[src/fpec_regs.svh]
/*
 flash program/erase control: register offsets, field positions,
 codes and timing figures as macros.
 assumes inclusion by bare name from the package and the design.
*/
`ifndef FPEC_REGS_SVH
`define FPEC_REGS_SVH
`define FPEC_CTRL_OFF 8'h00
`define FPEC_ADRL_OFF 8'h04
`define FPEC_ADRH_OFF 8'h08
`define FPEC_KEY_OFF 8'h0C
`define FPEC_STAT_OFF 8'h10
`define FPEC_MASK_OFF 8'h14
`define FPEC_START_BIT 15
`define FPEC_EN_BIT 14
`define FPEC_ERR_BIT 13
`define FPEC_SB_BIT 12
`define FPEC_RDF_BIT 9
`define FPEC_UR_BIT 8
`define FPEC_STAT_DONE 0
`define FPEC_STAT_ERR 1
`define FPEC_OP_BULK 4'hE
`define FPEC_OP_PAGE 4'h3
`define FPEC_OP_ROW 4'h2
`define FPEC_OP_DWORD 4'h1
`define FPEC_KEY1 8'h55
`define FPEC_KEY2 8'hAA
`define FPEC_RESP_OKAY 2'h0
`define FPEC_RESP_SLVERR 2'h2
`define FPEC_CLK_NS 100
`define FPEC_WAKE_NS 10000
`endif

[src/fpec_pkg.sv]
/*
 flash program/erase control: shared types.
 assumes fpec_regs.svh is on the include path.
*/
package fpec_pkg;
  `include "fpec_regs.svh"

  typedef enum logic [1:0] {
    FPEC_ST_IDLE = 2'b00,
    FPEC_ST_WAKE = 2'b01,
    FPEC_ST_BUSY = 2'b10
  } fpec_state_t;

  typedef struct packed {
    logic [3:0] op;
    logic [23:0] addr;
  } fpec_flash_req_t;
endpackage

[src/fpec_ctrl.sv]
/*
 flash program/erase control with an axi4-lite register slave.
 assumes a flash engine on the same clock that answers a start pulse
 with done or abort, and core idle/power-save signals on this clock.
*/
// The implementer's own choices: the register addresses and register access over AXI4-Lite.
`timescale 1ns/10ps
`default_nettype none
`include "fpec_regs.svh"

// Operation
// - an improper sequence or a terminated operation sets the sequence error flag; here a start write without a valid unlock only loads it from data bit 13.
// - with idle standby set, flash stays unavailable for the wake delay after idle.
// - operation codes other than the four defined ones start nothing.
// - a power-save instruction is ignored while an operation runs.
// - double-word program targets two words on a four-word aligned boundary.
// - the start bit is honoured only right after a valid unlock sequence.
// - codes 1110, 0011, 0010, 0001 are bulk erase, page erase, row, double-word.
// - enable and sequence error clear only on power-on reset.
// - the low address register gives target bits 15 to 0.
// - the high address register gives bits 23 to 16, upper byte reads zero.
module fpec_ctrl #(
  parameter int WAKE_NS = `FPEC_WAKE_NS,
  parameter int CLK_NS = `FPEC_CLK_NS
) (
  input wire logic aclk,
  input wire logic aresetn,
  input wire logic por_n,
  input wire logic [7:0] s_axi_awaddr,
  input wire logic s_axi_awvalid,
  output logic s_axi_awready,
  input wire logic [31:0] s_axi_wdata,
  input wire logic [3:0] s_axi_wstrb,
  input wire logic s_axi_wvalid,
  output logic s_axi_wready,
  output logic [1:0] s_axi_bresp,
  output logic s_axi_bvalid,
  input wire logic s_axi_bready,
  input wire logic [7:0] s_axi_araddr,
  input wire logic s_axi_arvalid,
  output logic s_axi_arready,
  output logic [31:0] s_axi_rdata,
  output logic [1:0] s_axi_rresp,
  output logic s_axi_rvalid,
  input wire logic s_axi_rready,
  input wire logic idle_mode,
  input wire logic power_save_instruction,
  output logic power_save_enter,
  output logic flash_available,
  output fpec_pkg::fpec_flash_req_t flash_req,
  output logic flash_start,
  input wire logic flash_done,
  input wire logic flash_abort,
  input wire logic flash_underrun,
  output logic irq
);
  import fpec_pkg::*;

  localparam int WAKE_CYC_I = (WAKE_NS + CLK_NS - 1) / CLK_NS;
  localparam logic [15:0] WAKE_CYC = 16'(WAKE_CYC_I < 1 ? 1 : WAKE_CYC_I);

  if (WAKE_CYC_I > 65535 || CLK_NS < 1) begin : g_bad_wake
    $error("wake delay does not fit the counter");
  end

  function automatic logic op_valid(input logic [3:0] op);
    return op == `FPEC_OP_BULK || op == `FPEC_OP_PAGE ||
           op == `FPEC_OP_ROW || op == `FPEC_OP_DWORD;
  endfunction

  function automatic logic [15:0] merge16(input logic [15:0] old, input logic [31:0] wd,
                                          input logic [3:0] st);
    return {st[1] ? wd[15:8] : old[15:8], st[0] ? wd[7:0] : old[7:0]};
  endfunction

  ////////////////////////////////////////////////////////////////////
  // state
  logic aw_have_q, aw_have_d, w_have_q, w_have_d;
  logic [7:0] awaddr_q, awaddr_d;
  logic [31:0] wdata_q, wdata_d;
  logic [3:0] wstrb_q, wstrb_d;
  logic bvalid_q, bvalid_d, rvalid_q, rvalid_d;
  logic [1:0] bresp_q, bresp_d, rresp_q, rresp_d;
  logic [31:0] rdata_q, rdata_d;
  fpec_state_t st_q, st_d;
  logic start_q, start_d, en_q, en_d, err_q, err_d, sb_q, sb_d;
  logic rdf_q, rdf_d, ur_q, ur_d;
  logic [3:0] op_q, op_d;
  logic [15:0] adrl_q, adrl_d;
  logic [7:0] adrh_q, adrh_d;
  logic [1:0] key_q, key_d;
  logic [1:0] stat_q, stat_d, mask_q, mask_d;
  logic idle_q;
  logic [15:0] wake_q, wake_d;
  fpec_flash_req_t req_q, req_d;
  logic fstart_q, fstart_d;

  logic wr_do, rd_do, ctrl_wr, start_wr;
  logic [15:0] ctrl_rd, ctrl_new;

  assign s_axi_awready = !aw_have_q;
  assign s_axi_wready = !w_have_q;
  assign s_axi_arready = !rvalid_q;
  assign s_axi_bvalid = bvalid_q;
  assign s_axi_bresp = bresp_q;
  assign s_axi_rvalid = rvalid_q;
  assign s_axi_rresp = rresp_q;
  assign s_axi_rdata = rdata_q;
  assign flash_req = req_q;
  assign flash_start = fstart_q;
  assign irq = |(stat_q & mask_q);
  // idle_q covers the exit cycle, before the wake counter is loaded
  assign flash_available = !(sb_q && (idle_mode || idle_q)) && wake_q == 16'h0000;
  assign power_save_enter = power_save_instruction && st_q == FPEC_ST_IDLE;

  assign wr_do = aw_have_q && w_have_q && !bvalid_q;
  assign rd_do = s_axi_arvalid && !rvalid_q;
  assign ctrl_wr = wr_do && awaddr_q == `FPEC_CTRL_OFF;
  assign start_wr = ctrl_wr && wstrb_q[1] && wdata_q[`FPEC_START_BIT];
  assign ctrl_new = merge16(ctrl_rd, wdata_q, wstrb_q);

  always_comb begin
    ctrl_rd = 16'h0000;
    ctrl_rd[`FPEC_START_BIT] = start_q;
    ctrl_rd[`FPEC_EN_BIT] = en_q;
    ctrl_rd[`FPEC_ERR_BIT] = err_q;
    ctrl_rd[`FPEC_SB_BIT] = sb_q;
    ctrl_rd[`FPEC_RDF_BIT] = rdf_q;
    ctrl_rd[`FPEC_UR_BIT] = ur_q;
    ctrl_rd[3:0] = op_q;
  end

  ////////////////////////////////////////////////////////////////////
  // bus slave, registers and sequencer
  always_comb begin
    aw_have_d = aw_have_q;
    w_have_d = w_have_q;
    awaddr_d = awaddr_q;
    wdata_d = wdata_q;
    wstrb_d = wstrb_q;
    bvalid_d = bvalid_q && !s_axi_bready;
    bresp_d = bresp_q;
    rvalid_d = rvalid_q && !s_axi_rready;
    rresp_d = rresp_q;
    rdata_d = rdata_q;
    st_d = st_q;
    start_d = start_q;
    en_d = en_q;
    err_d = err_q;
    sb_d = sb_q;
    rdf_d = rdf_q;
    ur_d = ur_q;
    op_d = op_q;
    adrl_d = adrl_q;
    adrh_d = adrh_q;
    key_d = key_q;
    mask_d = mask_q;
    stat_d = stat_q;
    req_d = req_q;
    fstart_d = 1'b0;
    wake_d = (wake_q != 16'h0000) ? wake_q - 16'h0001 : wake_q;
    if (idle_q && !idle_mode && sb_q) begin
      wake_d = WAKE_CYC;
    end
    if (s_axi_awvalid && !aw_have_q) begin
      aw_have_d = 1'b1;
      awaddr_d = s_axi_awaddr;
    end
    if (s_axi_wvalid && !w_have_q) begin
      w_have_d = 1'b1;
      wdata_d = s_axi_wdata;
      wstrb_d = s_axi_wstrb;
    end
    // read-clear of status happens first so that a same-cycle event wins
    if (rd_do) begin
      rvalid_d = 1'b1;
      rresp_d = `FPEC_RESP_OKAY;
      if (s_axi_araddr == `FPEC_CTRL_OFF) begin
        rdata_d = {16'h0000, ctrl_rd};
      end else if (s_axi_araddr == `FPEC_ADRL_OFF) begin
        rdata_d = {16'h0000, adrl_q};
      end else if (s_axi_araddr == `FPEC_ADRH_OFF) begin
        rdata_d = {24'h00_0000, adrh_q};
      end else if (s_axi_araddr == `FPEC_KEY_OFF) begin
        rdata_d = 32'h0000_0000;
      end else if (s_axi_araddr == `FPEC_STAT_OFF) begin
        rdata_d = {30'h0000_0000, stat_q};
        stat_d = 2'h0;
      end else if (s_axi_araddr == `FPEC_MASK_OFF) begin
        rdata_d = {30'h0000_0000, mask_q};
      end else begin
        rdata_d = 32'h0000_0000;
        rresp_d = `FPEC_RESP_SLVERR;
      end
    end
    if (wr_do) begin
      aw_have_d = 1'b0;
      w_have_d = 1'b0;
      bvalid_d = 1'b1;
      bresp_d = `FPEC_RESP_OKAY;
      key_d = 2'd0; // any write other than the next key step drops the unlock
      if (awaddr_q == `FPEC_CTRL_OFF) begin
        en_d = ctrl_new[`FPEC_EN_BIT];
        err_d = ctrl_new[`FPEC_ERR_BIT];
        sb_d = ctrl_new[`FPEC_SB_BIT];
        rdf_d = ctrl_new[`FPEC_RDF_BIT];
        ur_d = ctrl_new[`FPEC_UR_BIT];
        op_d = ctrl_new[3:0];
      end else if (awaddr_q == `FPEC_ADRL_OFF) begin
        adrl_d = merge16(adrl_q, wdata_q, wstrb_q);
      end else if (awaddr_q == `FPEC_ADRH_OFF) begin
        adrh_d = wstrb_q[0] ? wdata_q[7:0] : adrh_q;
      end else if (awaddr_q == `FPEC_KEY_OFF) begin
        if (wstrb_q[0] && wdata_q[7:0] == `FPEC_KEY1) begin
          key_d = 2'd1;
        end else if (wstrb_q[0] && key_q == 2'd1 && wdata_q[7:0] == `FPEC_KEY2) begin
          key_d = 2'd2;
        end
      end else if (awaddr_q == `FPEC_STAT_OFF) begin
        stat_d = stat_d;
      end else if (awaddr_q == `FPEC_MASK_OFF) begin
        mask_d = wstrb_q[0] ? wdata_q[1:0] : mask_q;
      end else begin
        bresp_d = `FPEC_RESP_SLVERR;
      end
    end
    case (st_q)
      FPEC_ST_IDLE: begin
        if (start_wr && key_q == 2'd2) begin
          if (!ctrl_new[`FPEC_EN_BIT] || !op_valid(ctrl_new[3:0])) begin
            err_d = 1'b1;
            stat_d[`FPEC_STAT_ERR] = 1'b1;
          end else begin
            st_d = FPEC_ST_WAKE;
            start_d = 1'b1;
            req_d.op = ctrl_new[3:0];
            req_d.addr = {adrh_q, adrl_q};
            if (ctrl_new[3:0] == `FPEC_OP_DWORD) begin
              req_d.addr[1:0] = 2'b00;
            end
          end
        end
      end
      FPEC_ST_WAKE: begin
        if (flash_available) begin
          st_d = FPEC_ST_BUSY;
          fstart_d = 1'b1;
        end
      end
      FPEC_ST_BUSY: begin
        if (flash_underrun) begin
          ur_d = 1'b1;
        end
        if (flash_abort) begin
          err_d = 1'b1;
          stat_d[`FPEC_STAT_ERR] = 1'b1;
          start_d = 1'b0;
          st_d = FPEC_ST_IDLE;
        end else if (flash_done) begin
          stat_d[`FPEC_STAT_DONE] = 1'b1;
          start_d = 1'b0;
          st_d = FPEC_ST_IDLE;
        end
      end
      default: st_d = FPEC_ST_IDLE;
    endcase
  end

  always_ff @(posedge aclk) begin
    if (!por_n) begin
      en_q <= 1'b0;
      err_q <= 1'b0;
    end else begin
      en_q <= en_d;
      err_q <= err_d;
    end
    if (!por_n || !aresetn) begin
      aw_have_q <= 1'b0;
      w_have_q <= 1'b0;
      awaddr_q <= 8'h00;
      wdata_q <= 32'h0000_0000;
      wstrb_q <= 4'h0;
      bvalid_q <= 1'b0;
      bresp_q <= 2'h0;
      rvalid_q <= 1'b0;
      rresp_q <= 2'h0;
      rdata_q <= 32'h0000_0000;
      st_q <= FPEC_ST_IDLE;
      start_q <= 1'b0;
      sb_q <= 1'b0;
      rdf_q <= 1'b0;
      ur_q <= 1'b0;
      op_q <= 4'h0;
      adrl_q <= 16'h0000;
      adrh_q <= 8'h00;
      key_q <= 2'd0;
      stat_q <= 2'h0;
      mask_q <= 2'h0;
      idle_q <= 1'b0;
      wake_q <= 16'h0000;
      req_q <= '0;
      fstart_q <= 1'b0;
    end else begin
      aw_have_q <= aw_have_d;
      w_have_q <= w_have_d;
      awaddr_q <= awaddr_d;
      wdata_q <= wdata_d;
      wstrb_q <= wstrb_d;
      bvalid_q <= bvalid_d;
      bresp_q <= bresp_d;
      rvalid_q <= rvalid_d;
      rresp_q <= rresp_d;
      rdata_q <= rdata_d;
      st_q <= st_d;
      start_q <= start_d;
      sb_q <= sb_d;
      rdf_q <= rdf_d;
      ur_q <= ur_d;
      op_q <= op_d;
      adrl_q <= adrl_d;
      adrh_q <= adrh_d;
      key_q <= key_d;
      stat_q <= stat_d;
      mask_q <= mask_d;
      idle_q <= idle_mode;
      wake_q <= wake_d;
      req_q <= req_d;
      fstart_q <= fstart_d;
    end
  end
endmodule // fpec_ctrl

`default_nettype wire

[config.mk]
export PLATFORM = sky130hd
export DESIGN_NAME = fpec_ctrl
export DESIGN_NICKNAME = d
export VERILOG_FILES = /design/src/fpec_pkg.sv /design/src/fpec_ctrl.sv
export VERILOG_INCLUDE_DIRS = /design/src /design/src/src
export SDC_FILE = /design/constraint.sdc
export NUM_CORES = 1
export LEC_CHECK = 0
export BUFFER_PORTS_ARGS = -buffer_cell sky130_fd_sc_hd__buf_2
export CORE_MARGIN = 2
export CORE_UTILIZATION = 30
export CTS_BUF_LIST = sky130_fd_sc_hd__clkbuf_16
export DETAILED_ROUTE_END_ITERATION = 8
export GPL_ROUTABILITY_DRIVEN = 0
export SLEW_MARGIN = 20
export SYNTH_ARGS = -nofsm -noshare
export SYNTH_HDL_FRONTEND = slang
export SYNTH_SLANG_ARGS = --single-unit
[constraint.sdc]
create_clock -name aclk -period 1.95 [get_ports aclk]
set_input_delay 0.195 -clock aclk [delete_from_list [all_inputs] [get_ports aclk]]
set_output_delay 0.195 -clock aclk [all_outputs]
set_load 0.005 [all_outputs]
After elaboration in Yosys (flattened, before gate mapping):

Index checks and enable logic that the tools add are counted.

* input bits: 65
* flip-flop bits (word level): 154
* word-level logic and storage cells: 186
* output and inout bits: 73

* eq/ne operators: 24
* reductions and logical operators: 57
* $add $sub $neg: 1
* bitwise logic cells: 8
* multiplexer cells: 66

Operator list (count)
* 2-bit 2-to-1 mux: 33
* 8-bit by 4-bit == test with 1-bit output (second input constant): 4
* 8-bit by 5-bit == test with 1-bit output (second input constant): 4
* 16-bit 2-to-1 mux: 2
* 1-bit 2-to-1 mux: 22
* 7-bit 2-to-1 mux: 3
* 1-bit logical AND: 19
* 8-bit by 3-bit == test with 1-bit output (second input constant): 2
* 16-bit logical NOT: 1
* 8-bit logical NOT: 2
* 4-bit AND reduction: 4
* 16-bit nonzero test: 1
* 16-bit by 1-bit subtractor with 16-bit output (second input constant): 1
* 1-bit logical NOT: 12
* 4-bit by 2-bit == test with 1-bit output (second input constant): 2
* 8-bit by 7-bit == test with 1-bit output (second input constant): 1
* 8-bit == test (second input constant): 1
* 8-bit 2-to-1 mux: 1
* 8-bit AND reduction: 1
* 2-bit OR reduction: 4
* 1-bit inverter: 7
* 1-bit logical OR: 6
* 1-bit case mux with 2 select lines: 3
* 2-bit case mux with 3 select lines: 1
* other kinds (14): 19

Logic depth before layout (Yosys ltp):

Gate-level depths: netlist (run 1).

* depth in word-level cells: 10
* mapped depth: 8
* depth with buffers taken out: 7

Worst setup path after synthesis (run 1):

Ideal clock, no wire load.

* path type: register to register
* start point: reg wake_q[0]
* end point: reg wake_q[8]
* stages on the path, launching flop included: 7
* setup time: 0.071 ns
* buffers on the path: 1
* slack: 0.003 ns
* data required time: 1.879 ns
* arrival: 1.877 ns
* period minus slack after synthesis: 1.947 ns
* path through: dfxtp_1 > inv_1 > ha_1 > or3b_2 > buf_2 > or4b_2 > a21oi_1

* cells in the longest elaborated chain, start to end: 1
* elaborated cells on any way between the ends: 2
* classes of those cells: 1 x add/sub; 1 x reduce/logical

Ends and longest elaborated chain
* start: declaration: line fpec_ctrl.sv:94 `logic [15:0] wake_q, wake_d;`
* start signal: assignment: line fpec_ctrl.sv:326 `wake_q <= wake_d;`
* 16-bit by 1-bit subtractor with 16-bit output / 16-bit nonzero test (equally long branches): line fpec_ctrl.sv:161 `wake_d = (wake_q != 16'h0000) ? wake_q - 16'h0001 : wake_q;`

Several ways; a longest one is shown, not always the timed one.
A chain may end at the register's enable or synchronous reset.

Final worst setup path (run 1):

* start point: reg wake_q[6]
* end point: out flash_available

* cells in the longest elaborated chain, start to end: 2

Ends and longest elaborated chain
* 16-bit logical NOT: line fpec_ctrl.sv:113 `assign flash_available = !(sb_q && (idle_mode || idle_q)) && wake_q == 16'h0000;`
* 1-bit logical AND: line fpec_ctrl.sv:113
* end: declaration: line fpec_ctrl.sv:49 `output logic flash_available,`

No other way between the ends.

==> flow_metrics.tcl, run 1 <==
set metrics [dict create \
    status "complete, but fails checks" \
    violations "negative setup slack" \
    relSlewSlack_pct 59.15 \
    synth.avg_cell_area_um2 9.162 \
    area_growth_pct 33.91 \
    fin_crit_ps 2062 \
    skew_ps 7.772 \
    reg2regPathDepth 6 \
    ys_types 65 \
    final_common_cell "dfxtp_1" \
    final_core_util_pct 41.30 \
    cts-root-buf "clkbuf_16" \
    clk_pin_slew_ps 60 \
    die_y_um 143.4 \
    synth_ff_type "dfxtp_1" \
    wl_per_cell_um 14.77 \
    fin_crit_sh_pct 105.8 \
    worstSetupEndpointType "primary output" \
    cts_tree "built" \
    synthArstFlopShare_pct 0 \
    dr.pass1.iters 4 \
    grt-ovfl-total 0 \
    grt_max_degree 46 \
    ir_drop_uv 643.6 \
    grt_usage_pct 15.61 \
    reg2reg_setup_slack_ps 30 \
    hold_viol_final 0 \
    dieArea_um2 20550 \
    final_layout_size_suffix_gt1_share_pct 29.35 \
    wirelength_um 15820 \
    worst_slew_pin_slew_ps 611.3 \
    worstPathArrival_ps 1870 \
    drt-initial-drc-count 279 \
    synth-seq-cells 136 \
    min_path_cells 3 \
    antenna_found_initial 0 \
    min_from "s_axi_wdata[15]" \
    worstSetupPathType "reg -> out" \
    coreArea_um2 18890 \
    drv_slew 0 \
    ctsHtreeMaxLevel 4 \
    slowest_delay_ps 510 \
    io_buffers 101 \
    worst-path-max-fanout 2 \
    cp_top_family "simple AND/OR/NAND/NOR gates" \
    ios 138 \
    nets 864 \
    worstReg2RegEnd "start_q$_SDFFE_PP0P_" \
    powerDensity_nw_per_um2 1131 \
    drcViolationCount 0 \
    setup_ws_ps -112.2 \
    clk_path_buf_depth 2 \
    seq_area_frac_synth_pct 46.73 \
    clkLatencyLatePin_ps 420 \
    r2r_start "awaddr_q[5]$_SDFFE_PP0P_" \
    ys.warnings.count 0 \
    start_kind "register" \
    critical_path.cell_chain "or4_4 > or2_4 > nor4_4 > buf_2" \
    whs_ps 12.14 \
    start_util_pct 30.84 \
    diodes 0 \
    final_cell_mix "dfxtp_1, nor2_1, buf_2" \
    die_x_um 143.4 \
    power.leakage_nw 3.141 \
    synth_enable_flop_cells 0 \
    cp_slowest_cell "or4_4" \
    syn-cell-area_um2 5827 \
    num_rows 50 \
    grt_pass1_wl_um 24740 \
    min_to "wdata_q[15]$_SDFFE_PP0P_" \
    num_vias 5011 \
    grt_pass1_vias 4588 \
    grt_setup_unrepaired "yes" \
    setup_viol 1 \
    crit_buf_inv 1 \
    cts_made_buffers 17 \
    synthCells 636 \
    cp_data_required_time_ps 1750 \
    clock.fmax_ghz 0.4849 \
    ant_nets 0 \
    dp_hpwl_um 11670 \
    hp-class "in -> reg" \
    drv_cap 0 \
    vias_per_cell 4.679 \
    cts_sinks 136 \
]
metrics by stage:
stage / setup WS, ps / TNS, ps / power (mW) / area [um2] / instances
floorplan: 2.523 / 0 / 4.623 / 5891 / 653
global placement: -61.67 / -1224 / 5.314 / 6943 / 1023
detailed placement: -93.00 / -1964 / 5.320 / 6943 / 1023
CTS: -133.7 / -133.7 / 8.758 / 7681 / 1068
global route: -176.8 / -364.1 / 9.286 / 7802 / 1071
finish: -112.2 / -112.2 / 8.827 / 7802 / 1071
cell families (layout without fill, tap and decap cells):
logic type / after synthesis / after routing / synth area share (%)
other: 1 / 18 / 0.06436
and+or+nand+nor: 258 / 258 / 22.12
adders and majority gates: 1 / 1 / 0.2147
xor gates and xnor gates: 10 / 10 / 1.503
AOI/OAI and AO/OA: 99 / 99 / 11.45
buffers and inverters: 60 / 218 / 5.583
DFF: 136 / 136 / 46.73
muxes: 71 / 71 / 12.35
cells in the mapped netlist (2+ instances only):
cell         n  area share [%]
or3_1        4            0.43
and2_1       4            0.43
a2111oi_0    2            0.30
or4_4        2            0.39
o21ai_0      9            0.77
o22a_1       2            0.30
nor4_2       2            0.43
dfxtp_1    136              47
nor4_1       4            0.43
mux2_2       7             1.4
nand4b_1     2            0.30
nor4_4       2            0.73
nand3b_1     5            0.64
nor3b_1      4            0.52
nand2b_1     4            0.43
inv_1       11            0.71
a222oi_1     4            0.69
o21a_1       2            0.26
nand4_1      2            0.21
mux2i_1     64              11
a311oi_1     2            0.30
nand3_1      9            0.77
buf_1        3            0.19
nor4bb_1     3            0.52
nor3_4       2            0.56
a32oi_1      3            0.45
buf_2        2            0.17
a22oi_1     10             1.3
or4_1        2            0.26
nand2_1     66             4.3
xor2_1       5            0.75
buf_4       20             2.6
o31ai_1      4            0.52
and3_1       2            0.21
a2bb2oi_1    2            0.30
xnor2_1      5            0.75
a31oi_1      7            0.75
buf_6        3            0.58
nor2b_1     10             1.1
nor3_1      11            0.94
nor2_1     109             7.0
clkbuf_1    21             1.4
a21oi_1     41             3.5
cell type report:
type | count | area, um2
fill | 1921 | 11090
multi-input combinational | 457 | 2942
sequential | 136 | 2733
timing repair buffer | 175 | 1160
inverter | 11 | 41.29
clock inverter | 15 | 176.4
tap | 260 | 325.3
clock buffer | 17 | 425.4
registers in the layout (all words and copies together), names as in the netlist, 2 cells and up:
name	flops
wake_q	16
adrl_q	16
wdata_q	16
wstrb_q	2
key_q	2
awaddr_q	8
stat_q	2
flash_req	28
adrh_q	8
s_axi_rdata	16
mask_q	2
op_q	4
st_q	2
per-layer routing:
layer	vias up	global-route usage (%)	part of all wire [%]
met5	-	0	0
met3	16	3.399	5.0
met1	2333	22.31	50
met2	133	23.03	43
met4	0	5.676	1.6
li1	2529	-	-
worst min-delay path, delay by kind of cell:
family,cells,cell delay [ps]
AOI/OAI and AO/OA,1,50
and+or+nand+nor,1,50
buffers and inverters,1,90
worst max-delay path by stage:
stage | startpoint | end | cells after the start
finish | wake_q[6]$_SDFFE_PP0P_ | flash_available | 4
global route | wake_q[4]$_SDFFE_PP0P_ | flash_available | 4
CTS | wake_q[4]$_SDFFE_PP0P_ | flash_available | 4
detailed placement | wstrb_q[0]$_SDFFE_PP0P_ | flash_req[15]$_SDFFE_PP0P_ | 7
global placement | awaddr_q[7]$_SDFFE_PP0P_ | flash_req[10]$_SDFFE_PP0P_ | 6
floorplan | wake_q[0]$_SDFFE_PP0P_ | wake_q[8]$_SDFFE_PP0P_ | 6
where the power goes:
part           switching (mW)  internal, mW
sequential              0.137          2.92
combinational            1.23          1.26
clock                    1.27          2.01
total                    2.64          6.19
timing repair:
action / 4_1_cts / 5_1_grt
setup endpoints to repair: 30 / 37
setup buffers: 3 / 3
hold buffers: 10 / 0
gates resized for setup: 7 / 24
hold endpoints to repair: 10 / 0
pin swaps: 2 / 14
(Power assumes the default switching activity.)
==> inputs of run 2 (changes only) <==
--- a/config.mk
+++ b/config.mk
@@ -12,6 +12,7 @@
 export CTS_BUF_LIST = sky130_fd_sc_hd__clkbuf_16
 export DETAILED_ROUTE_END_ITERATION = 8
 export GPL_ROUTABILITY_DRIVEN = 0
+export SETUP_SLACK_MARGIN = 0.02
 export SLEW_MARGIN = 20
 export SYNTH_ARGS = -nofsm -noshare
 export SYNTH_HDL_FRONTEND = slang
==> run 2 against run 1 <==
Against the previous run:
- the flow still finishes with violations (negative setup slack)
- die area unchanged
- global-route usage increased by 0.068 points
- clock power fell by 7.0%
- core utilization fell by 0.46 points
- via count increased by 0.50%
- combinational power increased by 3%
- clock skew decreased by 0.61 ps
- critical endpoint unchanged
- largest power group unchanged
==> flow_metrics.tcl, run 2 (same netlist as run 1, synthesis figures left out) <==
set metrics [dict create \
    fin_crit_sh_pct 110.6 \
    violations "negative setup slack" \
    diodes 0 \
    dieArea_um2 20550 \
    drcViolationCount 0 \
    nets 863 \
    grt_pass1_vias 4658 \
    ir_drop_uv 623.2 \
    comb_power_share_pct 29.6 \
    grt_pass1_wl_um 24770 \
    worst_slew_pin_slew_ps 681.6 \
    num_vias 5036 \
    min_from "s_axi_wdata[4]" \
    grt_setup_unrepaired "yes" \
    vias_per_cell 4.711 \
    coreArea_um2 18890 \
    r2r_start "awaddr_q[7]$_SDFFE_PP0P_" \
    relSlewSlack_pct 54.45 \
    hold_viol_final 0 \
    num_rows 50 \
    cp_data_required_time_ps 1750 \
    switching_power_mw 2.591 \
    pre_cts_ws_ps -142.3 \
    skew_ps 7.157 \
    wl_per_cell_um 15.00 \
    ant_nets 0 \
    drt-initial-drc-count 335 \
    p_clk_share_pct 35.3 \
    powerDensity_nw_per_um2 1122 \
    worstSetupEndpointType "primary output" \
    ctsHtreeMaxLevel 4 \
    ios 138 \
    clkLatencyLatePin_ps 420 \
    clock.fmax_ghz 0.4636 \
    worst-path-max-fanout 2 \
    io_buffers 101 \
    dr.pass1.iters 5 \
    drv_slew 0 \
    die_x_um 143.4 \
    area_growth_pct 32.40 \
    final_layout_size_suffix_gt1_share_pct 30.16 \
    cts-root-buf "clkbuf_16" \
    seqPwrFrac_pct 35.1 \
    final_common_cell "dfxtp_1" \
    setup_viol 1 \
    power.leakage_nw 3.123 \
    setup_ws_ps -207.1 \
    cts_made_buffers 17 \
    netSwitchingFraction_pct 29.93 \
    wirelength_um 16030 \
    largest_reg_flops 28 \
    status "complete, but fails checks" \
    final_cell_mix "dfxtp_1, nor2_1, buf_2" \
    fin_crit_ps 2157 \
    antenna_found_initial 0 \
    grt_usage_pct 15.67 \
    power_mw 8.658 \
    dp_hpwl_um 11690 \
    die_y_um 143.4 \
    clk_pin_slew_ps 60 \
    cts_sinks 136 \
    startpoint "wake_q[7]$_SDFFE_PP0P_" \
    worstPathArrival_ps 1960 \
    p_int_mw 6.067 \
    cts_tree "built" \
    start_util_pct 30.84 \
    grt-ovfl-total 0 \
    clk_path_buf_depth 2 \
    worstSetupPathType "reg -> out" \
    hp-class "in -> reg" \
    grt_max_degree 49 \
    drv_cap 0 \
    start_kind "register" \
]
==> run 2: changes by cell type in the layout (fill, tap and decap cells not counted), sizes merged <==
cell         before  now
dlygate4sd3      10    3
buf             165  171
clkinv            4    8
clkinvlp          4    2
inv              15   13
bufinv            3    2
==> run 2: area by class of cell <==
| type | count | area [um2] |
|---|---|---|
| Inverter | 11 | 41.29 |
| Fill cell | 1931 | 11180 |
| Tap cell | 260 | 325.3 |
| Timing Repair Buffer | 174 | 1135 |
| Sequential cell | 136 | 2734 |
| Multi-Input combinational cell | 457 | 2920 |
| Clock buffer | 17 | 425.4 |
| Clock inverter | 14 | 133.9 |
==> run 2: worst max-delay path: stages (launching register included) <==
cell,delay [ps]
dfxtp_2,320
or4_4,530
or2_4,260
nor4_4,280
buf_2,160
==> run 2: power by group through the flow <==
stage | combinational (mW) | sequential, mW | clock [mW]
after global routing | 2.79 | 3.07 | 3.23
after global placement | 2.14 | 3.10 | 0
final | 2.56 | 3.04 | 3.05
after floorplan | 1.57 | 3.08 | 0
after CTS | 2.45 | 3.04 | 3.12
after detailed placement | 2.15 | 3.10 | 0
==> run 2: path summary, 6_finish.rpt <==
kind | endpoint | slack, ps | cells after the start
max reg2reg | flash_req[2]$_SDFFE_PP0P_ | 10 | 6
min | wdata_q[4]$_SDFFE_PP0P_ | 20 | 3
max | flash_available | -210 | 4
min reg2reg | wdata_q[10]$_SDFFE_PP0P_ | 460 | 2
==> run 2: per-stage QoR <==
step	setup TNS (ps)	util, %	area (um2)	std cells	hold slack, ps
finish	-207.1	40.83	7715	1069	15.45
global route	-1238	40.83	7715	1069	23.35
CTS	-211.1	40.15	7586	1062	0.4219
detailed placement	-2606	36.56	6908	1020	429.2
global placement	-2202	36.56	6908	1020	417.1
floorplan	0	-	5897	653	310.8
==> run 2: routing by layer <==
metal / up-vias / wire, um / track usage, %
met2: 136 / 6969 / 23.66
met5: - / 0 / 0
met1: 2366 / 7840 / 21.72
met3: 24 / 877 / 3.499
met4: 0 / 346 / 6.244
li1: 2510 / - / -
==> run 2: timing repair <==
| item | 4_1_cts | 5_1_grt |
|---|---|---|
| buffers inserted | 8 | 8 |
| hold buffers | 3 | 0 |
| setup endpoints to repair | 33 | 42 |
| endpoints found under the hold margin | 3 | 0 |
| pin swaps | 7 | 10 |
| resized for setup | 13 | 18 |
